### src/inc/spi_front_pkg.sv
// Package: constants for the serial pin front end
package spi_front_pkg;
  localparam int WORD_BITS      = 32;
  localparam int CNT_W          = 6;
  localparam logic [5:0] CNT_RST = 6'h00;
  localparam logic [31:0] WORD_RST = 32'h0000_0000;
  localparam real CLK_PERIOD_NS = 100.0;
  localparam real SYNC_NS       = 200.0;
  localparam int SYNC_CYCLES    = (SYNC_NS / CLK_PERIOD_NS) < 1.0 ? 1 : int'(SYNC_NS / CLK_PERIOD_NS);
  localparam logic [1:0] AUX_RST = 2'h0;
  // Idle levels of the synchronised link pins: cs_p, cs_n, sclk_p, sclk_n, mosi_p, mosi_n
  localparam logic [5:0] LINK_PIN_RST = 6'h20;
endpackage

### src/design/pin_sync.sv
// Two-flop synchroniser for pin inputs
`timescale 1ns/1ps
module pin_sync #(
  parameter int               WIDTH   = 1,
  parameter logic [WIDTH-1:0] RST_VAL = '0
) (
  input  wire logic             ref_clk_i,
  input  wire logic             rst_b_i,
  input  wire logic [WIDTH-1:0] d_i,
  output logic      [WIDTH-1:0] q_o
);
  logic [WIDTH-1:0] meta;
  always_ff @(posedge ref_clk_i or negedge rst_b_i) begin
    if (!rst_b_i) begin
      meta <= RST_VAL;
      q_o  <= RST_VAL;
    end else begin
      meta <= d_i;
      q_o  <= meta;
    end
  end
endmodule // pin_sync

### src/design/link_rx_select.sv
// Link receiver: picks differential or single-ended reception for all pairs at once
`timescale 1ns/1ps
module link_rx_select #(
  parameter int PAIRS = 3
) (
  input  wire logic             diff_sel_i,
  input  wire logic [PAIRS-1:0] pos_i,
  input  wire logic [PAIRS-1:0] neg_i,
  output logic      [PAIRS-1:0] rx_o
);
  // Differential: positive above negative; single-ended: negative ignored
  always_comb begin
    if (diff_sel_i) begin
      rx_o = pos_i & ~neg_i;
    end else begin
      rx_o = pos_i;
    end
  end
endmodule // link_rx_select

### src/design/spi_slave_pin_frontend.sv
// Serial slave pin front end with conversion trigger and auxiliary outputs
`timescale 1ns/1ps
module spi_slave_pin_frontend #(
  parameter int WORD_W = spi_front_pkg::WORD_BITS,
  parameter int STIM_N = 16
) (
  input  wire logic              ref_clk_i,
  input  wire logic              rst_b_i,
  input  wire logic              diff_sel_i,
  input  wire logic              cs_b_p_i,
  input  wire logic              cs_b_n_i,
  input  wire logic              sclk_p_i,
  input  wire logic              sclk_n_i,
  input  wire logic              mosi_p_i,
  input  wire logic              mosi_n_i,
  output logic                   miso_p_o,
  output logic                   miso_n_o,
  input  wire logic              stim_en_i,
  input  wire logic [STIM_N-1:0] stim_req_i,
  output logic      [STIM_N-1:0] stim_drive_o,
  input  wire logic [WORD_W-1:0] tx_word_i,
  output logic      [WORD_W-1:0] rx_word_o,
  output logic                   rx_valid_o,
  output logic                   tx_load_o,
  output logic                   adc_start_o,
  input  wire logic [1:0]        aux_level_i,
  input  wire logic [1:0]        aux_drive_en_i,
  output logic      [1:0]        aux_push_pull_out_o,
  output logic      [1:0]        aux_push_pull_oe_o,
  input  wire logic              aux_open_drain_on_i,
  output logic                   aux_open_drain_out_o,
  output logic                   aux_open_drain_oe_o
);
  if (WORD_W != 32) begin : g_word_check
    $error("WORD_W must be 32");
  end
  if (STIM_N < 1) begin : g_stim_check
    $error("STIM_N must be positive");
  end

  // Pins synchronised first, then pair reception; reset values are the idle levels
  logic [5:0] pin_q;
  logic [2:0] rx_sync;
  logic       diff_sync;
  logic       stim_en_sync;

  pin_sync #(
    .WIDTH   (6),
    .RST_VAL (spi_front_pkg::LINK_PIN_RST)
  ) u_sync_link (
    .ref_clk_i (ref_clk_i),
    .rst_b_i   (rst_b_i),
    .d_i       ({cs_b_p_i, cs_b_n_i, sclk_p_i, sclk_n_i, mosi_p_i, mosi_n_i}),
    .q_o       (pin_q)
  );

  pin_sync #(.WIDTH(2)) u_sync_ctl (
    .ref_clk_i (ref_clk_i),
    .rst_b_i   (rst_b_i),
    .d_i       ({diff_sel_i, stim_en_i}),
    .q_o       ({diff_sync, stim_en_sync})
  );

  link_rx_select #(.PAIRS(3)) u_rx (
    .diff_sel_i (diff_sync),
    .pos_i      ({pin_q[5], pin_q[3], pin_q[1]}),
    .neg_i      ({pin_q[4], pin_q[2], pin_q[0]}),
    .rx_o       (rx_sync)
  );

  logic cs_b;
  logic sclk;
  logic mosi;
  assign cs_b = rx_sync[2];
  assign sclk = rx_sync[1];
  assign mosi = rx_sync[0];

  // Edge detection state
  logic cs_b_d;
  logic sclk_d;
  logic next_cs_b_d;
  logic next_sclk_d;
  logic sclk_rise;
  logic sclk_fall;
  logic cs_fall;

  // Edge helper: high when a level is up now and was down one cycle ago
  function automatic logic edge_up(
    input logic now_v,
    input logic was_v
  );
    return now_v & ~was_v;
  endfunction

  assign sclk_rise = edge_up(sclk, sclk_d);
  assign sclk_fall = edge_up(sclk_d, sclk);
  assign cs_fall   = edge_up(cs_b_d, cs_b);

  // Shift state
  logic [5:0]        bit_cnt;
  logic [5:0]        next_bit_cnt;
  logic [WORD_W-1:0] rx_shift;
  logic [WORD_W-1:0] next_rx_shift;
  logic [WORD_W-1:0] tx_shift;
  logic [WORD_W-1:0] next_tx_shift;
  logic [WORD_W-1:0] next_rx_word;
  logic              next_rx_valid;
  logic              next_adc_start;
  logic              next_tx_load;
  logic              miso;
  logic              next_miso;
  logic              next_miso_n;

  // Shift one bit in at the bottom of a word
  function automatic logic [WORD_W-1:0] shift_in(
    input logic [WORD_W-1:0] word_v,
    input logic              bit_v
  );
    return {word_v[WORD_W-2:0], bit_v};
  endfunction

  always_comb begin
    next_cs_b_d    = cs_b;
    next_sclk_d    = sclk;
    next_bit_cnt   = bit_cnt;
    next_rx_shift  = rx_shift;
    next_tx_shift  = tx_shift;
    next_rx_word   = rx_word_o;
    next_rx_valid  = 1'b0;
    next_adc_start = cs_fall;
    next_tx_load   = 1'b0;
    next_miso      = miso;
    if (cs_b) begin
      next_bit_cnt = spi_front_pkg::CNT_RST;
    end else if (cs_fall) begin
      next_tx_shift = tx_word_i;
      next_miso     = tx_word_i[WORD_W-1];
      next_tx_load  = 1'b1;
      next_bit_cnt  = spi_front_pkg::CNT_RST;
    end else begin
      if (sclk_rise && bit_cnt < 6'(WORD_W)) begin
        next_rx_shift = shift_in(rx_shift, mosi);
        next_bit_cnt  = bit_cnt + 6'h01;
        if (bit_cnt == 6'(WORD_W - 1)) begin
          next_rx_word  = shift_in(rx_shift, mosi);
          next_rx_valid = 1'b1;
        end
      end
      if (sclk_fall && bit_cnt != 6'h00) begin
        next_tx_shift = shift_in(tx_shift, 1'b0);
        next_miso     = tx_shift[WORD_W-2];
      end
    end
    next_miso_n = diff_sync ? ~next_miso : 1'b0;
  end

  always_ff @(posedge ref_clk_i or negedge rst_b_i) begin
    if (!rst_b_i) begin
      cs_b_d      <= 1'b1;
      sclk_d      <= 1'b0;
      bit_cnt     <= spi_front_pkg::CNT_RST;
      rx_shift    <= spi_front_pkg::WORD_RST;
      tx_shift    <= spi_front_pkg::WORD_RST;
      rx_word_o   <= spi_front_pkg::WORD_RST;
      rx_valid_o  <= 1'b0;
      adc_start_o <= 1'b0;
      tx_load_o   <= 1'b0;
      miso        <= 1'b0;
      miso_n_o    <= 1'b0;
    end else begin
      cs_b_d      <= next_cs_b_d;
      sclk_d      <= next_sclk_d;
      bit_cnt     <= next_bit_cnt;
      rx_shift    <= next_rx_shift;
      tx_shift    <= next_tx_shift;
      rx_word_o   <= next_rx_word;
      rx_valid_o  <= next_rx_valid;
      adc_start_o <= next_adc_start;
      tx_load_o   <= next_tx_load;
      miso        <= next_miso;
      miso_n_o    <= next_miso_n;
    end
  end

  // Output pair; negative member registered alongside, low in single-ended mode
  assign miso_p_o = miso;

  // Stimulator gating
  logic [STIM_N-1:0] next_stim_drive;
  always_comb begin
    next_stim_drive = stim_en_sync ? stim_req_i : '0;
  end
  always_ff @(posedge ref_clk_i or negedge rst_b_i) begin
    if (!rst_b_i) begin
      stim_drive_o <= '0;
    end else begin
      stim_drive_o <= next_stim_drive;
    end
  end

  // Auxiliary outputs
  logic [1:0] next_aux_out;
  logic [1:0] next_aux_oe;
  logic       next_od_oe;
  always_comb begin
    next_aux_out = aux_level_i;
    next_aux_oe  = aux_drive_en_i;
    next_od_oe   = aux_open_drain_on_i;
  end
  always_ff @(posedge ref_clk_i or negedge rst_b_i) begin
    if (!rst_b_i) begin
      aux_push_pull_out_o <= spi_front_pkg::AUX_RST;
      aux_push_pull_oe_o  <= spi_front_pkg::AUX_RST;
      aux_open_drain_oe_o <= 1'b0;
    end else begin
      aux_push_pull_out_o <= next_aux_out;
      aux_push_pull_oe_o  <= next_aux_oe;
      aux_open_drain_oe_o <= next_od_oe;
    end
  end
  assign aux_open_drain_out_o = 1'b0;

  // Checks
  AST_CNT_CLEAR: assert property (@(posedge ref_clk_i) disable iff (!rst_b_i)
    cs_b |=> bit_cnt == 6'h00)
    else $error("counter not cleared");
  AST_ADC_START: assert property (@(posedge ref_clk_i) disable iff (!rst_b_i)
    cs_fall |=> adc_start_o)
    else $error("no conversion start");
  AST_ADC_ONLY: assert property (@(posedge ref_clk_i) disable iff (!rst_b_i)
    adc_start_o |-> $past(cs_b_d) && !$past(cs_b))
    else $error("stray conversion");
  AST_SAMPLE: assert property (@(posedge ref_clk_i) disable iff (!rst_b_i)
    !cs_b && !cs_fall && sclk_rise && bit_cnt < 6'h20 |=> rx_shift[0] == $past(mosi))
    else $error("bit not captured");
  AST_WORD: assert property (@(posedge ref_clk_i) disable iff (!rst_b_i)
    rx_valid_o |-> $past(bit_cnt) == 6'h1f && bit_cnt == 6'h20)
    else $error("bad word length");
  AST_MISO_HOLD: assert property (@(posedge ref_clk_i) disable iff (!rst_b_i)
    !cs_b && !cs_fall && !sclk_fall |=> $stable(miso))
    else $error("miso moved off edge");
  AST_STIM_OFF: assert property (@(posedge ref_clk_i) disable iff (!rst_b_i)
    !stim_en_sync |=> stim_drive_o == '0)
    else $error("stimulator active");
  AST_AUX: assert property (@(posedge ref_clk_i) disable iff (!rst_b_i)
    1'b1 |=> aux_push_pull_oe_o == $past(aux_drive_en_i))
    else $error("aux enable wrong");
  AST_OD: assert property (@(posedge ref_clk_i) disable iff (!rst_b_i)
    aux_open_drain_on_i |=> aux_open_drain_oe_o)
    else $error("open drain not on");
  AST_CS_LOW: assert property (@(posedge ref_clk_i) disable iff (!rst_b_i)
    cs_b |=> !rx_valid_o)
    else $error("word outside frame");
  AST_LOAD: assert property (@(posedge ref_clk_i) disable iff (!rst_b_i)
    cs_fall |=> tx_load_o && tx_shift == $past(tx_word_i))
    else $error("word not loaded");
  AST_ADC_PULSE: assert property (@(posedge ref_clk_i) disable iff (!rst_b_i)
    adc_start_o |=> !adc_start_o)
    else $error("conversion start too long");
  AST_LOAD_PULSE: assert property (@(posedge ref_clk_i) disable iff (!rst_b_i)
    tx_load_o |=> !tx_load_o)
    else $error("load pulse too long");
  AST_VALID_PULSE: assert property (@(posedge ref_clk_i) disable iff (!rst_b_i)
    rx_valid_o |=> !rx_valid_o)
    else $error("word pulse too long");
  AST_CNT_MAX: assert property (@(posedge ref_clk_i) disable iff (!rst_b_i)
    bit_cnt <= 6'h20)
    else $error("counter beyond word");
  AST_IDLE_SHIFT: assert property (@(posedge ref_clk_i) disable iff (!rst_b_i)
    cs_b |=> $stable(rx_shift))
    else $error("shift while deselected");
  AST_IDLE_PULSE: assert property (@(posedge ref_clk_i) disable iff (!rst_b_i)
    cs_b |=> !tx_load_o && !adc_start_o)
    else $error("pulse while deselected");
  AST_STIM_PASS: assert property (@(posedge ref_clk_i) disable iff (!rst_b_i)
    stim_en_sync |=> stim_drive_o == $past(stim_req_i))
    else $error("stimulator request lost");
  AST_OD_OFF: assert property (@(posedge ref_clk_i) disable iff (!rst_b_i)
    !aux_open_drain_on_i |=> !aux_open_drain_oe_o)
    else $error("open drain not off");
  AST_MISO_N: assert property (@(posedge ref_clk_i) disable iff (!rst_b_i)
    1'b1 |=> miso_n_o == ($past(diff_sync) ? ~miso : 1'b0))
    else $error("miso pair wrong");
  AST_CNT_STEP: assert property (@(posedge ref_clk_i) disable iff (!rst_b_i)
    !cs_b && !cs_fall && sclk_rise && bit_cnt < 6'h20 |=> bit_cnt == $past(bit_cnt) + 6'h01)
    else $error("counter did not step");
  AST_CNT_HOLD: assert property (@(posedge ref_clk_i) disable iff (!rst_b_i)
    !cs_b && !sclk_rise |=> $stable(bit_cnt))
    else $error("counter moved without edge");
  AST_MISO_STEP: assert property (@(posedge ref_clk_i) disable iff (!rst_b_i)
    !cs_b && !cs_fall && sclk_fall && bit_cnt != 6'h00 |=> miso == tx_shift[WORD_W-1])
    else $error("miso not next bit");
  AST_VALID_DATA: assert property (@(posedge ref_clk_i) disable iff (!rst_b_i)
    rx_valid_o |-> rx_word_o == rx_shift)
    else $error("word differs from shifter");
  AST_SE_NEG: assert property (@(posedge ref_clk_i) disable iff (!rst_b_i)
    !diff_sync |-> rx_sync == {pin_q[5], pin_q[3], pin_q[1]})
    else $error("negative pin used");
  AST_AUX_LVL: assert property (@(posedge ref_clk_i) disable iff (!rst_b_i)
    1'b1 |=> aux_push_pull_out_o == $past(aux_level_i))
    else $error("aux level wrong");
  AST_RX_HOLD: assert property (@(posedge ref_clk_i) disable iff (!rst_b_i)
    1'b1 |=> rx_valid_o || $stable(rx_word_o))
    else $error("word changed without pulse");
endmodule // spi_slave_pin_frontend

### config.mk
export PLATFORM = sky130hd
export DESIGN_NAME = spi_slave_pin_frontend
export DESIGN_NICKNAME = d
export VERILOG_FILES = /design/src/inc/spi_front_pkg.sv /design/src/design/pin_sync.sv /design/src/design/link_rx_select.sv /design/src/design/spi_slave_pin_frontend.sv
export SDC_FILE = /design/constraint.sdc
export NUM_CORES = 1
export LEC_CHECK = 0
export ABC_AREA = 0
export BUFFER_PORTS_ARGS = -buffer_cell sky130_fd_sc_hd__buf_2
export CAP_MARGIN = 20
export CELL_PAD_IN_SITES_DETAIL_PLACEMENT = 1
export CELL_PAD_IN_SITES_GLOBAL_PLACEMENT = 2
export CORE_AREA = 2 2 135 124
export CTS_CLUSTER_SIZE = 16
export DETAILED_ROUTE_END_ITERATION = 8
export DIE_AREA = 0 0 137 126
export MAX_ROUTING_LAYER = met4
export PLACE_DENSITY = 0.87
export SKIP_CTS_REPAIR_TIMING = 1
export SLEW_MARGIN = 20
export SYNTH_ARGS = -nofsm -noshare
export SYNTH_HDL_FRONTEND = slang
export SYNTH_SLANG_ARGS = --single-unit
### constraint.sdc
create_clock -name ref_clk_i -period 2.7 [get_ports ref_clk_i]
set_input_delay 0.27 -clock ref_clk_i [delete_from_list [all_inputs] [get_ports ref_clk_i]]
set_output_delay 0.27 -clock ref_clk_i [all_outputs]
set_load 0.05 [all_outputs]
== Word level (Yosys, flattened, before mapping) ==
Index checks and enable logic that the tools add are counted.

* Bits in registers: 144
* Input port bits: 63
* Output and inout port bits: 59
* Logic and storage cells: 57

* Add/subtract/negate cells: 1
* $lt $le $gt $ge: 1
* Equal/unequal tests: 1
* Mux-type cells: 17
* Bitwise logic cells: 10
* Reductions and logical operators: 8

{| class="wikitable"
|+ Operators by type and width
! operator !! number
|-
| $mux 31 || 2
|-
| $mux 6 || 3
|-
| $mux 16 || 1
|-
| $mux 1 || 10
|-
| $add 6x1->6 const B || 1
|-
| $eq 6x5->1 const B || 1
|-
| $lt 6x6->1 const B || 1
|-
| $reduce_bool 6->1 || 1
|-
| $not 1->1 || 5
|-
| $reduce_and 4->1 || 1
|-
| $and 1x1->1 || 3
|-
| $and 3x3->3 || 1
|-
| $mux 3 || 1
|-
| $not 3->3 || 1
|-
| $reduce_and 3->1 || 1
|-
| $reduce_bool 3->1 || 1
|-
| $logic_and 1x1->1 || 2
|-
| $reduce_and 2->1 || 1
|-
| $reduce_bool 2->1 || 1
|}

== Depth between registers and ports, before layout ==
* Word-level depth: 11
* Depth in mapped cells: 8
* Depth with buffers taken out: 6

== Modules after synthesis ==
Synthesis repeated with hierarchy kept, for this count alone.

* Cell total of the unflattened synthesis: 412
* Area, all modules: 5471.5 µm²

{| class="wikitable"
|+ By module, submodules not included
! module !! times used !! cells an instance !! area an instance (µm²) !! sequential area each (µm²)
|-
| spi_slave_pin_frontend || 1 || 393 || 5046.1 || 3179.3
|-
| pin_sync at u_sync_link || 1 || 12 || 302.8 || 302.8
|-
| pin_sync at u_sync_ctl || 1 || 4 || 100.1 || 100.1
|-
| link_rx_select || 1 || 3 || 22.5 || 0.0
|}

== Least setup slack after synthesis ==
Ideal clock, no wire load.

* Path type: register -> register
* From: register u_sync_link.q_o[5]
* To: register rx_word_o[12]
* Library setup time: 0.125 ns
* Data arrival time: 1.766 ns
* Required time: 2.575 ns
* Setup slack: 0.809 ns
* Cell stages (with the launch flop): 8
* Path buffers: 3
* Period minus slack after synthesis: 1.891 ns
* Cells stage by stage: dfstp_2 a21boi_2 or2_1 buf_2 or3_1 buf_6 buf_6 mux2_4

* Longest elaborated chain between the ends: 6

{| class="wikitable"
|+ RTL lines
! what !! line !! text
|-
| from (decl) || pin_sync.sv:10 || <nowiki>output logic [WIDTH-1:0] q_o</nowiki>
|-
| from (signal assigned) || pin_sync.sv:19 || <nowiki>q_o <= meta;</nowiki>
|-
| $and 3x3->3 || link_rx_select.sv:14 || <nowiki>rx_o = pos_i & ~neg_i;</nowiki>
|-
| $mux 3 (*) || link_rx_select.sv:13 || <nowiki>if (diff_sel_i) begin</nowiki>
|-
| net rx_sync[2] || spi_slave_pin_frontend.sv:43 || <nowiki>logic [2:0] rx_sync;</nowiki>
|-
| $not 1->1 (no line) (*) || n/a ||
|-
| $and 1x1->1 || spi_slave_pin_frontend.sv:92 || <nowiki>return now_v & ~was_v;</nowiki>
|-
| $not 1->1 (no line) || n/a ||
|-
| $reduce_and 4->1 (no line) (*) || n/a ||
|-
| to (signal assigned) || spi_slave_pin_frontend.sv:164 || <nowiki>rx_word_o <= spi_front_pkg::WORD_RST;</nowiki>
|-
| to (signal assigned) || spi_slave_pin_frontend.sv:176 || <nowiki>rx_word_o <= next_rx_word;</nowiki>
|-
| to (decl) || spi_slave_pin_frontend.sv:22 || <nowiki>output logic [WORD_W-1:0] rx_word_o,</nowiki>
|}

The timed path passes the listed nets; every way through them passes the cells marked *.
A chain may end at the register's enable or synchronous reset.

== Worst setup path after layout ==
* From: register u_sync_ctl.q_o[1]
* To: register rx_word_o[11]

* Elaborated cells on any way between the ends: 7
* Those cells by class: mux: 1; bitwise: 4; reduce/logical: 2

{| class="wikitable"
|+ RTL lines
! what !! line !! text
|-
| from (decl) || pin_sync.sv:10 ||
|-
| from (signal assigned) || pin_sync.sv:19 ||
|-
| $mux 3 || link_rx_select.sv:13 ||
|-
| net rx_sync[1] || spi_slave_pin_frontend.sv:43 ||
|-
| $and 1x1->1 || spi_slave_pin_frontend.sv:92 ||
|-
| $logic_and 1x1->1 || spi_slave_pin_frontend.sv:141 || <nowiki>if (sclk_rise && bit_cnt < 6'(WORD_W)) begin</nowiki>
|-
| $reduce_and 4->1 (no line) || n/a ||
|}

The timed path passes the listed nets, and every way through them passes these cells.

==> flow_metrics.py <==
metrics = {
    "place": {
        "io_buffers": 120,
        "gp_congestion": 0.7178,
        "hpwlAfterDp_um": 8278,
    },
    "yosys": {
        "yosysWarnings": 0,
        "syn_nets": 493,
        "syn_inst": 428,
        "syn_area_um2": 5592,
        "synth.distinct_cells": 36,
        "synth.ff_latch_count": 143,
        "syn_area_per_cell_um2": 13.06,
        "seq_area_frac_synth": 0.6406,
    },
    "floorplanning": {
        "dieHeight_um": 126,
        "design.core.area_um2": 15860,
        "die_w_um": 137,
        "placementRows": 44,
        "dieArea_um2": 17260,
        "io_pins": 122,
        "start_util": 0.3527,
    },
    "grt": {
        "grt_busiest_layer": "met2",
        "antenna_found_initial": 0,
        "use_met3": 0.05837,
        "grt_use_met2": 0.2461,
        "grt_max_degree": 68,
        "grt_pass1_wl_um": 20780,
        "grt_usage": 0.1592,
        "grt_overflow_total": 0,
        "grt_pass1_vias": 4101,
        "grt.met1_usage": 0.1962,
    },
    "cts": {
        "clk_pin_slew_ns": 0.06,
        "clock_latency_ns": 0.41,
        "max-clock-path-buffers": 2,
        "root_buffer": "clkbuf_16",
        "cts_made_buffers": 17,
        "cts_tree": "done",
        "clkSinkCount": 143,
        "htreeDepth": 4,
    },
    "critical_path": {
        "critPathCaptureType": "flop",
        "cp.arrival_ns": 2.67,
        "rr_endpoint": "rx_word_o[11]",
        "crit_fanout": 23,
        "critical_path_class": "reg2reg",
        "rr_worst_depth": 5,
        "rrSetupSlack_ns": 0.33,
        "crit_end": "rx_word_o[11]",
        "r2r_start": "u_sync_ctl.q_o[1]",
        "crit_required_ns": 2.99,
        "startpoint": "u_sync_ctl.q_o[1]",
        "startpoint_type": "flop",
    },
    "routing": {
        "wl_per_cell_um": 16.55,
        "vias": 3855,
        "vias_per_cell": 4.949,
        "drt_iter0_drc": 158,
        "firstDrtPassIters": 4,
        "wirelength_um": 12890,
        "postRouteAntennaNets": 0,
        "drc_errors": 0,
    },
    "timing": {
        "fin_crit_sh": 0.8795,
        "fin_worst_skew_ns": 0.006879,
        "rsz0062_at_grt": "false",
        "final-setup-viol-count": 0,
        "period_needed_ns": 2.375,
        "slew_headroom": 0.5771,
        "hold_viol_final": 0,
        "drv_slew": 0,
        "max_slew.worst_pin.slew_ns": 0.6343,
        "fin_setup_tns_ns": 0,
        "fmax_mhz": 421.1,
    },
    "power": {
        "p_per_area_nw_per_um2": 738.9,
        "p_leak_nw": 3.577,
        "power_mw": 5.284,
        "vdd_drop_max_mv": 0.4889,
    },
    "final_layout": {
        "final_cell_mix": "dfrtp_1 (140), buf_2 (119), nor2_1 (36)",
        "antenna_cells": 0,
        "drive_above_1_share": 0.3951,
        "final_net_count": 624,
        "synthToLayoutAreaGrowth_pct": 27.88,
        "final_common_cell": "dfrtp_1",
    },
    "min_path": {
        "hold_path.class": "in2reg",
    },
    "outcome": {
        "status": "finished clean",
    },
    "job": {
        "drv_cap": 0,
    },
}
==> worst min path at each step <==
stage / slack [ns] / end / startpoint / cells after the start
6_report: 0.07 / stim_drive_o[11] / stim_req_i[11] / 2
3_5_place_dp: 0.32 / tx_shift[13] / rst_b_i / 1
3_3_place_gp: 0.30 / tx_shift[13] / rst_b_i / 1
4_1_cts: -0.13 / tx_shift[9] / rst_b_i / 1
2_1_floorplan: -0.03 / adc_start_o / rst_b_i / 0
5_1_grt: 0.05 / stim_drive_o[6] / stim_req_i[6] / 2
==> through the flow <==
stage	setup slack [ns]	util	area, µm²	hold slack, ns	instances
finish	0.3253	0.4510	7151	0.06841	779
global route	0.2258	0.4510	7151	0.04559	779
CTS	0.3186	0.4422	7010	-0.1255	765
detailed placement	0.3355	0.4040	6405	0.3186	733
global placement	0.4436	0.4040	6405	0.2976	733
floorplan	0.8094	-	5592	-0.02559	428
==> critical path, cell delays in order, from the launching register on <==
cell and delay, ns:
dfrtp_1 0.45, a21boi_2 0.30, nand3_1 0.17, or3_2 0.73, buf_12 0.26, mux2_1 0.32
==> cell usage after synthesis <==
master	instances	area share
dfrtp_1	140	0.63
nor2_1	37	0.025
a21oi_1	32	0.029
o21ai_0	32	0.029
a31oi_1	31	0.035
mux2_4	29	0.078
mux2_2	25	0.050
and2_1	18	0.020
clkbuf_1	18	0.012
mux2_1	9	0.018
nand2_1	5	0.0034
buf_1	4	0.0027
buf_2	4	0.0036
buf_6	4	0.0081
nand2b_1	4	0.0045
dfstp_2	3	0.014
inv_1	3	0.0020
nand3_1	3	0.0027
nand4_1	3	0.0034
xor2_1	3	0.0047
a21boi_2	2	0.0040
buf_4	2	0.0027
ha_1	2	0.0045
inv_2	2	0.0013
or4_1	2	0.0027
a21boi_0	1	0.0013
a41o_1	1	0.0018
and4_1	1	0.0016
conb_1	1	0.00067
nor3b_1	1	0.0013
nor4_1	1	0.0011
o21ai_1	1	0.00089
o21bai_1	1	0.0013
or2_1	1	0.0011
or3_1	1	0.0011
xnor2_1	1	0.0016
==> final cells by class <==
cell class | count | area (µm²)
clock buffers | 19 | 452.9
clock inverters | 13 | 152.6
fillers | 1713 | 8705
inverters | 5 | 18.77
multi-input cells | 248 | 1838
flip-flops and latches | 143 | 3582
well taps | 207 | 259.0
repair buffers | 144 | 847.1
==> layer usage <==
metal | share of wire | up-vias
met5 | 0 | -
met4 | 0.013 | 0
met3 | 0.058 | 13
met2 | 0.49 | 118
met1 | 0.44 | 1975
li1 | - | 1749
==> flip-flops by register name, summed over array words and instances, names as in the netlist, 6 cells and up <==
register and cells:
u_sync_link.meta 6, bit_cnt 6, rx_shift 31, rx_word_o 32
tx_shift 31, stim_drive_o 16, u_sync_link.q_o 6
==> logic make-up (layout without fill, tap and decap cells) <==
family	after synthesis	after routing	share of synthesized area
buf+inv	37	181	0.03244
compound gates	101	101	0.1014
other cells	1	1	0.0006706
flops	143	143	0.6406
xor+xnor	4	4	0.006267
fa+ha+maj	2	2	0.004475
mux	63	63	0.1463
simple gates	77	77	0.06780
==> where the power goes <==
group	leakage [nW]	internal (mW)	switching, mW
sequential	1.82	2.31	0.0943
clock	0.286	1.43	0.933
combinational	1.47	0.191	0.324
Power figures use the tool's default switching activity.
